[config.mk]
export PLATFORM = sky130hd
export DESIGN_NAME = ccp_timer_and_pin_routing
export DESIGN_NICKNAME = d
export VERILOG_FILES = /design/src/verilog/ccp_route_pkg.sv /design/src/verilog/ccp_timer_and_pin_routing.sv
export SDC_FILE = /design/constraint.sdc
export NUM_CORES = 1
export LEC_CHECK = 0
export BUFFER_PORTS_ARGS = -buffer_cell sky130_fd_sc_hd__buf_2
export CAP_MARGIN = 20
export CORE_MARGIN = 3
export CORE_UTILIZATION = 40
export DETAILED_ROUTE_END_ITERATION = 10
export PLACE_DENSITY = 0.66
export SYNTH_ARGS = -nofsm -noshare
export SYNTH_HDL_FRONTEND = slang
export SYNTH_SLANG_ARGS = --single-unit
export TNS_END_PERCENT = 5
[constraint.sdc]
create_clock -name clk_sys -period 6.1 [get_ports clk_sys]
set_input_delay 1.83 -clock clk_sys [delete_from_list [all_inputs] [get_ports clk_sys]]
set_output_delay 1.83 -clock clk_sys [all_outputs]
set_load 0.05 [all_outputs]
[src/verilog/ccp_route_pkg.sv]
package ccp_route_pkg;
    // Register indices, byte address is four times the index
    localparam int unsigned NUM_REGS = 12;
    localparam logic [3:0] IDX_CH1_CTRL = 4'h0;
    localparam logic [3:0] IDX_CH1_LOW = 4'h1;
    localparam logic [3:0] IDX_CH1_HIGH = 4'h2;
    localparam logic [3:0] IDX_CH2_CTRL = 4'h3;
    localparam logic [3:0] IDX_CH2_LOW = 4'h4;
    localparam logic [3:0] IDX_CH2_HIGH = 4'h5;
    localparam logic [3:0] IDX_CH3_CTRL = 4'h6;
    localparam logic [3:0] IDX_CH3_LOW = 4'h7;
    localparam logic [3:0] IDX_CH3_HIGH = 4'h8;
    localparam logic [3:0] IDX_T3_CTRL = 4'h9;
    localparam logic [3:0] IDX_CONFIG = 4'hA;
    localparam logic [3:0] IDX_STATUS = 4'hB;
    // Registers per channel and channel count
    localparam int unsigned REGS_PER_CHAN = 3;
    localparam int unsigned NUM_CHAN = 3;
    // Channel control field layout
    localparam logic [7:0] CTRL_MASK = 8'h3F;
    localparam int unsigned CTRL_DUTY_LSB = 4;
    localparam int unsigned CTRL_MODE_LSB = 0;
    // Mode values
    localparam logic [3:0] MODE_OFF = 4'h0;
    localparam logic [1:0] MODE_PWM_TOP = 2'h3;
    // Timer3 control select bit positions
    localparam int unsigned T3_SEL_HI_BIT = 6;
    localparam int unsigned T3_SEL_LO_BIT = 3;
    // Own configuration register layout
    localparam int unsigned CFG_PIN_SEL_BIT = 0;
    localparam int unsigned CFG_EXT_MEM_BIT = 1;
    localparam int unsigned CFG_PINS80_BIT = 2;
    localparam logic [7:0] CFG_MASK = 8'h07;
    localparam logic [7:0] CFG_RESET = 8'h01;
    // Status register layout
    localparam int unsigned STAT_ROUTE_LSB = 0;
    localparam int unsigned STAT_PIN_LSB = 4;
    // Generic reset value
    localparam logic [7:0] REG_RESET = 8'h00;
    // Timer one-hot codes {timer3, timer2, timer1}
    localparam logic [2:0] TMR_NONE = 3'h0;
    localparam logic [2:0] TMR_1 = 3'h1;
    localparam logic [2:0] TMR_2 = 3'h2;
    localparam logic [2:0] TMR_3 = 3'h4;
    // Channel-2 pin one-hot codes {portb3, porte7, portc1}
    localparam logic [2:0] PIN_C1 = 3'h1;
    localparam logic [2:0] PIN_E7 = 3'h2;
    localparam logic [2:0] PIN_B3 = 3'h4;
    // AHB encodings
    localparam logic [1:0] HTRANS_NONSEQ = 2'h2;
    localparam logic [2:0] HSIZE_WORD = 3'h2;
    // Routing configurations, one-hot
    typedef enum logic [3:0] {
        ROUTE_ALL_T1 = 4'b0001,
        ROUTE_CH1_T1 = 4'b0010,
        ROUTE_CH12_T1 = 4'b0100,
        ROUTE_ALL_T3 = 4'b1000
    } route_e;
endpackage

[src/verilog/ccp_timer_and_pin_routing.sv]
// Chosen here: the AHB-Lite slave port and the address map.
`timescale 1ns/100ps
// Notes on behaviour
// - Three channels: control, data low, data high
// - All channel registers read and write
// - Capture/compare uses timer1/3, PWM timer2
// - Timer choice from timer3 control select bits
// - Channels run together, sharing timers
// - Up to three timers serve at once
// - Config one: timer1 all, timer3 unused
// - Config two: timer1 ch1, timer3 ch2-3
// - Config three: timer1 ch1-2, timer3 ch3
// - Config four: timer3 all, timer1 unused
// - Pin select one gives port C pin
// - Alternate pin: E7, or B3 external 80-pin
// - Unimplemented channel control and config bits read as zero; timer3 control keeps all eight
module ccp_timer_and_pin_routing (
    // Clock and reset
    input wire logic clk_sys,
    input wire logic rst,
    // AHB-Lite slave
    input wire logic hsel,
    input wire logic [31:0] haddr,
    input wire logic [1:0] htrans,
    input wire logic hwrite,
    input wire logic [2:0] hsize,
    input wire logic [31:0] hwdata,
    input wire logic hready,
    output logic hreadyout,
    output logic hresp,
    output logic [31:0] hrdata,
    // Per-channel settings to the engines, channel n at slice n-1
    output logic [11:0] chanMode,
    output logic [5:0] chanDuty,
    output logic [47:0] chanData,
    // Per-channel time base, one-hot {timer3, timer2, timer1}
    output logic [8:0] chanTimerSel,
    // Channel-2 engine side
    input wire logic chan2OutLevel,
    output logic chan2CaptureIn,
    // Port pins offered to channel 2
    input wire logic portcPin1In,
    input wire logic portePin7In,
    input wire logic portbPin3In,
    output logic portcPin1Owned,
    output logic portePin7Owned,
    output logic portbPin3Owned,
    output logic portcPin1Data,
    output logic portePin7Data,
    output logic portbPin3Data
);
    // Register storage, one byte per register
    logic [7:0] regQ [0:ccp_route_pkg::NUM_REGS-1];
    // Data-phase state of the bus
    logic wrPendQ;
    logic [3:0] wrIdxQ;
    logic wrHitQ;
    // Address-phase decode
    logic accessNow;
    logic [3:0] addrIdx;
    logic addrHit;
    // Routing state
    ccp_route_pkg::route_e routeQ;
    ccp_route_pkg::route_e routeD;
    logic [2:0] pinSelQ;
    logic [2:0] pinSelD;
    logic [8:0] timerSelQ;
    logic [8:0] timerSelD;
    logic captureQ;

    // Readable mask per register index
    function automatic logic [7:0] readMask(input logic [3:0] idx);
        logic [7:0] m;
        m = 8'hFF;
        case (idx)
            ccp_route_pkg::IDX_CH1_CTRL,
            ccp_route_pkg::IDX_CH2_CTRL,
            ccp_route_pkg::IDX_CH3_CTRL: begin
                m = ccp_route_pkg::CTRL_MASK;
            end
            ccp_route_pkg::IDX_CONFIG: begin
                m = ccp_route_pkg::CFG_MASK;
            end
            default: begin
                m = 8'hFF;
            end
        endcase
        return m;
    endfunction

    // Time base for one channel given its mode and capture timer
    function automatic logic [2:0] timerFor(input logic [3:0] mode,
                                            input logic useT3);
        logic [2:0] t;
        t = ccp_route_pkg::TMR_NONE;
        if (mode == ccp_route_pkg::MODE_OFF) begin
            t = ccp_route_pkg::TMR_NONE;
        end else if (mode[3:2] == ccp_route_pkg::MODE_PWM_TOP) begin
            t = ccp_route_pkg::TMR_2;
        end else if (useT3) begin
            t = ccp_route_pkg::TMR_3;
        end else begin
            t = ccp_route_pkg::TMR_1;
        end
        return t;
    endfunction

    // Address-phase decode of the word index
    assign accessNow = hsel && hready &&
        (htrans == ccp_route_pkg::HTRANS_NONSEQ);
    assign addrIdx = haddr[5:2];
    assign addrHit = (haddr[31:6] == 26'h0000000) &&
        (addrIdx < 4'(ccp_route_pkg::NUM_REGS));

    // Zero-wait slave, always OKAY
    assign hreadyout = 1'b1;
    assign hresp = 1'b0;

    // Latch write address phase for the data phase
    always_ff @(posedge clk_sys) begin
        if (rst) begin
            wrPendQ <= 1'b0;
            wrIdxQ <= 4'h0;
            wrHitQ <= 1'b0;
        end else if (hready) begin
            // Only lane 0 carries the byte
            wrPendQ <= accessNow && hwrite &&
                ((hsize == ccp_route_pkg::HSIZE_WORD) || (haddr[1:0] == 2'h0));
            wrIdxQ <= addrIdx;
            wrHitQ <= addrHit;
        end
    end

    // Register writes in the data phase
    always_ff @(posedge clk_sys) begin
        if (rst) begin
            for (int i = 0; i < ccp_route_pkg::NUM_REGS; i++) begin
                regQ[i] <= ccp_route_pkg::REG_RESET;
            end
            regQ[ccp_route_pkg::IDX_CONFIG] <= ccp_route_pkg::CFG_RESET;
        end else if (wrPendQ && wrHitQ &&
                     (wrIdxQ != ccp_route_pkg::IDX_STATUS)) begin
            // Masked bits stay zero
            regQ[wrIdxQ] <= hwdata[7:0] & readMask(wrIdxQ);
        end
    end

    // Status byte: route config and channel-2 pin
    function automatic logic [7:0] statusByte(input logic [3:0] r,
                                              input logic [2:0] p);
        logic [7:0] s;
        s = 8'h00;
        s[ccp_route_pkg::STAT_ROUTE_LSB +: 4] = r;
        s[ccp_route_pkg::STAT_PIN_LSB +: 3] = p;
        return s;
    endfunction

    // Read data captured at the address phase, with write forwarding
    always_ff @(posedge clk_sys) begin
        if (rst) begin
            hrdata <= 32'h00000000;
        end else if (hready) begin
            if (accessNow && !hwrite && addrHit) begin
                if (addrIdx == ccp_route_pkg::IDX_STATUS) begin
                    hrdata <= {24'h000000, statusByte(routeQ, pinSelQ)};
                end else if (wrPendQ && wrHitQ && (wrIdxQ == addrIdx)) begin
                    // Write in flight to the same register
                    hrdata <= {24'h000000, hwdata[7:0] & readMask(addrIdx)};
                end else begin
                    hrdata <= {24'h000000, regQ[addrIdx]};
                end
            end else begin
                // Unmapped or idle reads as zero
                hrdata <= 32'h00000000;
            end
        end
    end

    // Decode of timer3 select bits into a routing config
    always_comb begin
        case ({regQ[ccp_route_pkg::IDX_T3_CTRL][ccp_route_pkg::T3_SEL_HI_BIT],
               regQ[ccp_route_pkg::IDX_T3_CTRL][ccp_route_pkg::T3_SEL_LO_BIT]})
            2'b00: begin
                routeD = ccp_route_pkg::ROUTE_ALL_T1;
            end
            2'b01: begin
                routeD = ccp_route_pkg::ROUTE_CH1_T1;
            end
            2'b10: begin
                routeD = ccp_route_pkg::ROUTE_CH12_T1;
            end
            default: begin
                routeD = ccp_route_pkg::ROUTE_ALL_T3;
            end
        endcase
    end

    // Per-channel time base from mode and routing
    always_comb begin
        logic t3Ch1;
        logic t3Ch2;
        logic t3Ch3;
        t3Ch1 = 1'b0;
        t3Ch2 = 1'b0;
        t3Ch3 = 1'b0;
        case (routeD)
            ccp_route_pkg::ROUTE_ALL_T1: begin
                t3Ch1 = 1'b0;
                t3Ch2 = 1'b0;
                t3Ch3 = 1'b0;
            end
            ccp_route_pkg::ROUTE_CH1_T1: begin
                t3Ch2 = 1'b1;
                t3Ch3 = 1'b1;
            end
            ccp_route_pkg::ROUTE_CH12_T1: begin
                t3Ch3 = 1'b1;
            end
            ccp_route_pkg::ROUTE_ALL_T3: begin
                t3Ch1 = 1'b1;
                t3Ch2 = 1'b1;
                t3Ch3 = 1'b1;
            end
            default: begin
                t3Ch1 = 1'b0;
            end
        endcase
        // Each channel decided on its own, so all may run
        timerSelD[2:0] =
            timerFor(regQ[ccp_route_pkg::IDX_CH1_CTRL][3:0], t3Ch1);
        timerSelD[5:3] =
            timerFor(regQ[ccp_route_pkg::IDX_CH2_CTRL][3:0], t3Ch2);
        timerSelD[8:6] =
            timerFor(regQ[ccp_route_pkg::IDX_CH3_CTRL][3:0], t3Ch3);
    end

    // Channel-2 pin choice from the configuration register
    always_comb begin
        logic [7:0] cfg;
        cfg = regQ[ccp_route_pkg::IDX_CONFIG];
        if (cfg[ccp_route_pkg::CFG_PIN_SEL_BIT]) begin
            pinSelD = ccp_route_pkg::PIN_C1;
        end else if (cfg[ccp_route_pkg::CFG_EXT_MEM_BIT] &&
                     cfg[ccp_route_pkg::CFG_PINS80_BIT]) begin
            pinSelD = ccp_route_pkg::PIN_B3;
        end else begin
            pinSelD = ccp_route_pkg::PIN_E7;
        end
    end

    // Routing state registers
    always_ff @(posedge clk_sys) begin
        if (rst) begin
            routeQ <= ccp_route_pkg::ROUTE_ALL_T1;
            timerSelQ <= 9'h000;
            pinSelQ <= ccp_route_pkg::PIN_C1;
        end else begin
            routeQ <= routeD;
            timerSelQ <= timerSelD;
            pinSelQ <= pinSelD;
        end
    end

    // Pin data and capture path; direction stays with the port
    always_ff @(posedge clk_sys) begin
        if (rst) begin
            captureQ <= 1'b0;
            portcPin1Data <= 1'b0;
            portePin7Data <= 1'b0;
            portbPin3Data <= 1'b0;
        end else begin
            // Only the selected pin carries channel 2
            portcPin1Data <= chan2OutLevel & pinSelQ[0];
            portePin7Data <= chan2OutLevel & pinSelQ[1];
            portbPin3Data <= chan2OutLevel & pinSelQ[2];
            case (pinSelQ)
                ccp_route_pkg::PIN_C1: begin
                    captureQ <= portcPin1In;
                end
                ccp_route_pkg::PIN_E7: begin
                    captureQ <= portePin7In;
                end
                ccp_route_pkg::PIN_B3: begin
                    captureQ <= portbPin3In;
                end
                default: begin
                    captureQ <= 1'b0;
                end
            endcase
        end
    end

    // Ownership flags only steer data, never direction
    assign portcPin1Owned = pinSelQ[0];
    assign portePin7Owned = pinSelQ[1];
    assign portbPin3Owned = pinSelQ[2];
    assign chan2CaptureIn = captureQ;
    assign chanTimerSel = timerSelQ;

    // Settings straight from register flops
    always_comb begin
        for (int c = 0; c < ccp_route_pkg::NUM_CHAN; c++) begin
            chanMode[c*4 +: 4] =
                regQ[c*ccp_route_pkg::REGS_PER_CHAN]
                    [ccp_route_pkg::CTRL_MODE_LSB +: 4];
            chanDuty[c*2 +: 2] =
                regQ[c*ccp_route_pkg::REGS_PER_CHAN]
                    [ccp_route_pkg::CTRL_DUTY_LSB +: 2];
            chanData[c*16 +: 16] = {regQ[c*ccp_route_pkg::REGS_PER_CHAN + 2],
                                   regQ[c*ccp_route_pkg::REGS_PER_CHAN + 1]};
        end
    end

    // Checks
    property p_pwm_t2;
        @(posedge clk_sys) disable iff (rst)
        (chanMode[7:6] == 2'h3) |=> (chanTimerSel[5:3] == 3'h2);
    endproperty
    a_pwm_t2: assert property (p_pwm_t2)
        else $error("pwm channel 2 not on timer2");

    property p_onehot_route;
        @(posedge clk_sys) disable iff (rst)
        $onehot(routeQ);
    endproperty
    a_onehot_route: assert property (p_onehot_route)
        else $error("route config not one-hot");

    property p_cfg1;
        @(posedge clk_sys) disable iff (rst)
        (routeQ == ccp_route_pkg::ROUTE_ALL_T1) |->
            (chanTimerSel[2] == 1'b0 && chanTimerSel[5] == 1'b0 &&
             chanTimerSel[8] == 1'b0);
    endproperty
    a_cfg1: assert property (p_cfg1)
        else $error("timer3 used in config one");

    property p_cfg4;
        @(posedge clk_sys) disable iff (rst)
        (routeQ == ccp_route_pkg::ROUTE_ALL_T3) |->
            (chanTimerSel[0] == 1'b0 && chanTimerSel[3] == 1'b0 &&
             chanTimerSel[6] == 1'b0);
    endproperty
    a_cfg4: assert property (p_cfg4)
        else $error("timer1 used in config four");

    property p_cfg2;
        @(posedge clk_sys) disable iff (rst)
        (routeQ == ccp_route_pkg::ROUTE_CH1_T1) && $stable(routeQ) &&
            ($past(chanMode[7:6]) == 2'h1) |-> (chanTimerSel[5:3] == 3'h4);
    endproperty
    a_cfg2: assert property (p_cfg2)
        else $error("channel 2 not on timer3 in config two");

    property p_cfg3;
        @(posedge clk_sys) disable iff (rst)
        (routeQ == ccp_route_pkg::ROUTE_CH12_T1) && $stable(routeQ) &&
            ($past(chanMode[7:6]) == 2'h1) |-> (chanTimerSel[5:3] == 3'h1);
    endproperty
    a_cfg3: assert property (p_cfg3)
        else $error("channel 2 not on timer1 in config three");

    property p_pin_default;
        @(posedge clk_sys) disable iff (rst)
        regQ[ccp_route_pkg::IDX_CONFIG][0] |=>
            portcPin1Owned && !portePin7Owned;
    endproperty
    a_pin_default: assert property (p_pin_default)
        else $error("channel 2 not on port C pin");

    property p_pin_alt;
        @(posedge clk_sys) disable iff (rst)
        (regQ[ccp_route_pkg::IDX_CONFIG][2:0] == 3'h6) |=> portbPin3Owned;
    endproperty
    a_pin_alt: assert property (p_pin_alt)
        else $error("alternate pin not port B in external mode");

    property p_ctrl_zero;
        @(posedge clk_sys) disable iff (rst)
        regQ[ccp_route_pkg::IDX_CH2_CTRL][7:6] == 2'h0;
    endproperty
    a_ctrl_zero: assert property (p_ctrl_zero)
        else $error("unimplemented control bits set");

    property p_write_read;
        @(posedge clk_sys) disable iff (rst)
        (wrPendQ && wrHitQ && wrIdxQ == ccp_route_pkg::IDX_CH1_LOW)
            |=> (chanData[7:0] == $past(hwdata[7:0]));
    endproperty
    a_write_read: assert property (p_write_read)
        else $error("data low byte write lost");
endmodule

==> insert_results.sql <==
INSERT INTO impl_metrics (metric_group, metric, value, unit) VALUES
('min_path', 'worstHoldPathType', 'register to register', ''),
('status', 'result_of_the_run', 'finished, final reports clean', ''),
('setup_path', 'cp_slowest_stage_delay', '690', 'ps'),
('layout', 'core_util_final', '49.92', '%'),
('cts', 'postCtsHoldBufs', '0', ''),
('place', 'placement.setup.worst_slack', '1908', 'ps'),
('power', 'ir_worst_vdd', '195.4', 'µV'),
('global_routing', 'grt_overflow', '0', ''),
('timing', 'timing.max_slew.rel_slack', '38.23', '%'),
('cts', 'cts_made_buffers', '17', ''),
('power', 'power_per_cell_area', '306.3', 'nW/µm²'),
('cts', 'cts_num_sinks', '127', ''),
('floorplan', 'floorplan.core_area', '14150', 'µm²'),
('cts', 'worst_setup_hold_path_clk_slew', '50', 'ps'),
('cts', 'postCtsResizedCells', '0', ''),
('cts', 'cts-root-to-sink-buffers', '2', ''),
('synth', 'synthesis.yosys.warnings', '0', ''),
('setup_path', 'path_class', 'primary input to register', ''),
('synth', 'synthCells', '511', ''),
('synth', 'synth-edff-count', '93', ''),
('setup_path', 'cp_data_arrival_time', '4060', 'ps'),
('global_routing', 'grt_pass1_vias', '4388', ''),
('timing', 'period_needed', '3748', 'ps'),
('setup_path', 'worst_setup_path_end_kind', 'register', ''),
('power', 'cellLeakagePower', '3.001', 'nW'),
('layout', 'drive_above_1_share', '30.28', '%'),
('drt', 'drt-initial-drc-count', '439', ''),
('place', 'globalplace.congestion', '0.8687', ''),
('floorplan', 'ios', '194', ''),
('power', 'power.net_switching', '587.4', 'µW'),
('timing', 'timing_max_transition_violations_final', '0', ''),
('power', 'power.share.sequential', '45.2', '%'),
('timing', 'finalSetupViolCount', '0', ''),
('drt', 'detail_route.first_pass.iterations', '5', ''),
('global_routing', 'grt_max_degree', '34', ''),
('synth', 'primary_ff_master_synth', 'sky130_fd_sc_hd__edfxtp_1', ''),
('setup_path', 'path_max_fanout', '30', ''),
('cts', 'h-tree-depth', '4', ''),
('place', 'post-dp-hpwl', '12550', 'µm'),
('timing', 'slack_of_the_critical_path', '2352', 'ps'),
('power', 'pwr-share-clk', '42.7', '%'),
('timing', 'setup-tns-final', '0', 'ps'),
('floorplan', 'initial_utilization', '41.65', '%'),
('setup_path', 'crit_chain', 'buf_2 -> mux4_2 -> mux2_2 -> o22ai_1 -> nor2_1 -> o311a_1', ''),
('cts', 'cts_tree', 'yes', ''),
('global_routing', 'antenna_found_initial', '1', ''),
('drt', 'drc', '0', ''),
('floorplan', 'area_of_the_die', '16230', 'µm²'),
('synth', 'avgSynthCellArea', '11.53', 'µm²'),
('synth', 'asyncSetResetFlopFracSynth', '0', '%'),
('timing', 'rsz0062_at_grt', 'false', ''),
('synth', 'post_synth_num_cell_types', '54', ''),
('floorplan', 'die_width', '127.4', 'µm'),
('floorplan', 'core.rowCount', '43', ''),
('power', 'cell_internal_pwr', '1.577', 'mW'),
('timing', 'finClkSkew', '10.61', 'ps'),
('drt', 'route.antenna.remaining_nets', '0', ''),
('setup_path', 'critPathSlowestCell', 'sky130_fd_sc_hd__buf_2', ''),
('setup_path', 'worst_ep_required_time', '6410', 'ps'),
('drt', 'viasPerCell', '5.442', ''),
('synth', 'syn_area', '5893', 'µm²'),
('global_routing', 'track_usage', '21.25', '%'),
('setup_path', 'path_delay_family', 'multiplexers', ''),
('timing', 'timing_worst_slew_pin_value', '926.6', 'ps'),
('drt', 'detail_route.wirelength', '17370', 'µm'),
('synth', 'synth_seq_cells', '127', ''),
('setup_path', 'cp_num_buf_inv', '1', ''),
('layout', 'layout.nets', '719', ''),
('setup_path', 'start_kind', 'primary input', ''),
('drt', 'num_vias', '4539', ''),
('flow_run', 'number_of_max_capacitance_violations_reported', '0', ''),
('timing', 'finalCritPeriodShare', '61.45', '%'),
('layout', 'antenna_cells', '0', ''),
('timing', 'achievable-frequency', '0.2668', 'GHz'),
('power', 'p_comb_share', '12.1', '%'),
('cts', 'clk-insertion-delay-late', '420', 'ps'),
('layout', 'area_growth_syn_to_layout', '19.87', '%'),
('power', 'sw_share', '27.15', '%'),
('place', 'buffer_ports.inserted', '143', ''),
('drt', 'wl_per_cell', '20.83', 'µm'),
('timing', 'finalHoldViolCount', '0', ''),
('global_routing', 'grt_pass1_wl', '25150', 'µm'),
('floorplan', 'die-height', '127.4', 'µm'),
('cts', 'postCtsSetupRepairBufs', '0', ''),
('cts', 'cts_root_buf', 'sky130_fd_sc_hd__clkbuf_16', ''),
('synth', 'seq_area_frac_synth', '58.94', '%'),
('layout', 'final.fill_count', '1277', '');
logic make-up after synthesis:
logic type / count (synthesis) / synth area share [%]
and+or+nand+nor: 212 / 16.39
DFF: 127 / 58.94
buffers and inverters: 84 / 8.556
AOI/OAI and AO/OA: 51 / 6.051
muxes: 29 / 9.045
xor gates and xnor gates: 6 / 0.8917
other: 2 / 0.1274
metrics by stage:
step	cell area, µm²	hold WS [ps]	cells	power (mW)
finish	7064	480.2	834	2.164
CTS	7064	478.2	834	2.171
global placement	6533	476.5	802	1.252
floorplan	6043	445.3	551	1.199
global route	7064	511.5	834	2.221
detailed placement	6533	472.2	802	1.257
registers in the layout, indices dropped and copies added (netlist names):
name            count
wrHitQ              1
portePin7Data       1
chan2CaptureIn      1
routeQ              4
hrdata              8
regQ               93
portbPin3Data       1
portcPin1Data       1
wrIdxQ              4
chanTimerSel        9
pinSelQ             3
wrPendQ             1
Yosys cell counts (4+ instances only):
library cell | instances | share of area (%)
sky130_fd_sc_hd__buf_2 | 10 | 0.85
sky130_fd_sc_hd__mux2_2 | 4 | 0.76
sky130_fd_sc_hd__a21oi_1 | 7 | 0.59
sky130_fd_sc_hd__mux4_2 | 19 | 7.3
sky130_fd_sc_hd__nor4_1 | 7 | 0.74
sky130_fd_sc_hd__nor2b_1 | 9 | 0.96
sky130_fd_sc_hd__nand2_1 | 46 | 2.9
sky130_fd_sc_hd__xnor2_1 | 4 | 0.59
sky130_fd_sc_hd__clkbuf_1 | 17 | 1.1
sky130_fd_sc_hd__o22ai_1 | 6 | 0.64
sky130_fd_sc_hd__a211oi_1 | 7 | 0.89
sky130_fd_sc_hd__and2_1 | 4 | 0.42
sky130_fd_sc_hd__or4_1 | 5 | 0.64
sky130_fd_sc_hd__nor2_1 | 102 | 6.5
sky130_fd_sc_hd__buf_4 | 45 | 5.7
sky130_fd_sc_hd__a31oi_1 | 4 | 0.42
sky130_fd_sc_hd__a221oi_1 | 4 | 0.59
sky130_fd_sc_hd__dfxtp_1 | 34 | 12
sky130_fd_sc_hd__nor3_1 | 7 | 0.59
sky130_fd_sc_hd__nand3_1 | 10 | 0.85
sky130_fd_sc_hd__edfxtp_1 | 93 | 47
sky130_fd_sc_hd__o21ai_0 | 7 | 0.59
sky130_fd_sc_hd__inv_1 | 8 | 0.51
sky130_fd_sc_hd__mux2i_1 | 6 | 1.0
cells in the final DEF (no fill, tap or decap), types with 3 or more instances in the layout:
master,n
sky130_fd_sc_hd__a211oi_1,7
sky130_fd_sc_hd__a21oi_1,7
sky130_fd_sc_hd__a221oi_1,4
sky130_fd_sc_hd__a31oi_1,4
sky130_fd_sc_hd__and2_1,4
sky130_fd_sc_hd__and3_1,3
sky130_fd_sc_hd__buf_2,143
sky130_fd_sc_hd__clkbuf_1,3
sky130_fd_sc_hd__clkbuf_16,17
sky130_fd_sc_hd__clkinv_1,6
sky130_fd_sc_hd__clkinvlp_4,3
sky130_fd_sc_hd__conb_1,42
sky130_fd_sc_hd__dfxtp_1,34
sky130_fd_sc_hd__edfxtp_1,93
sky130_fd_sc_hd__inv_1,8
sky130_fd_sc_hd__mux2_2,4
sky130_fd_sc_hd__mux2i_1,6
sky130_fd_sc_hd__mux4_2,19
sky130_fd_sc_hd__nand2_1,46
sky130_fd_sc_hd__nand3_1,10
sky130_fd_sc_hd__nand3b_1,3
sky130_fd_sc_hd__nor2_1,102
sky130_fd_sc_hd__nor2b_1,9
sky130_fd_sc_hd__nor3_1,7
sky130_fd_sc_hd__nor4_1,7
sky130_fd_sc_hd__o21ai_0,7
sky130_fd_sc_hd__o22ai_1,6
sky130_fd_sc_hd__or2_2,3
sky130_fd_sc_hd__or4_1,5
sky130_fd_sc_hd__xnor2_1,4
power groups by stage:
stage / combinational, mW / clock [mW] / sequential, mW
floorplan: 0.161 / 0 / 1.04
global placement: 0.258 / 0 / 0.994
detailed placement: 0.261 / 0 / 0.996
CTS: 0.262 / 0.931 / 0.978
global route: 0.275 / 0.963 / 0.982
finish: 0.262 / 0.923 / 0.979
area by class of cell:
type | instances | area (µm²) | area share [%]
Tap cell | 180 | 225.2 | 3.188
Inverter | 10 | 37.54 | 0.5313
Clock inverter | 12 | 95.09 | 1.346
Sequential cell | 127 | 3473 | 49.17
Multi-Input combinational cell | 340 | 2066 | 29.24
Timing Repair Buffer | 145 | 730.7 | 10.34
Clock buffer | 20 | 436.7 | 6.181
routing by layer:
layer | vias up | part of all wire (%) | GRT usage, %
li1 | 2015 | - | -
met1 | 2190 | 39 | 27.62
met2 | 305 | 49 | 34.69
met3 | 27 | 10 | 4.891
met4 | 2 | 2.0 | 8.265
met5 | - | 0.10 | 0
worst paths after layout:
| kind | from | to | slack (ps) | cells past startpoint |
|---|---|---|---|---|
| worst max-delay path | haddr[2] | hrdata[7]$_SDFFE_PP0P_ | 2350 | 6 |
| worst min-delay path | regQ[10][1]$_SDFFCE_PN0P_ | pinSelQ[1]$_SDFF_PP0_ | 480 | 1 |
| worst max register to register | wrPendQ$_SDFFE_PP0P_ | regQ[3][5]$_SDFFCE_PN0P_ | 3880 | 4 |
| worst min register to register | regQ[10][1]$_SDFFCE_PN0P_ | pinSelQ[1]$_SDFF_PP0_ | 480 | 1 |
Power figures use the tool's default switching activity.
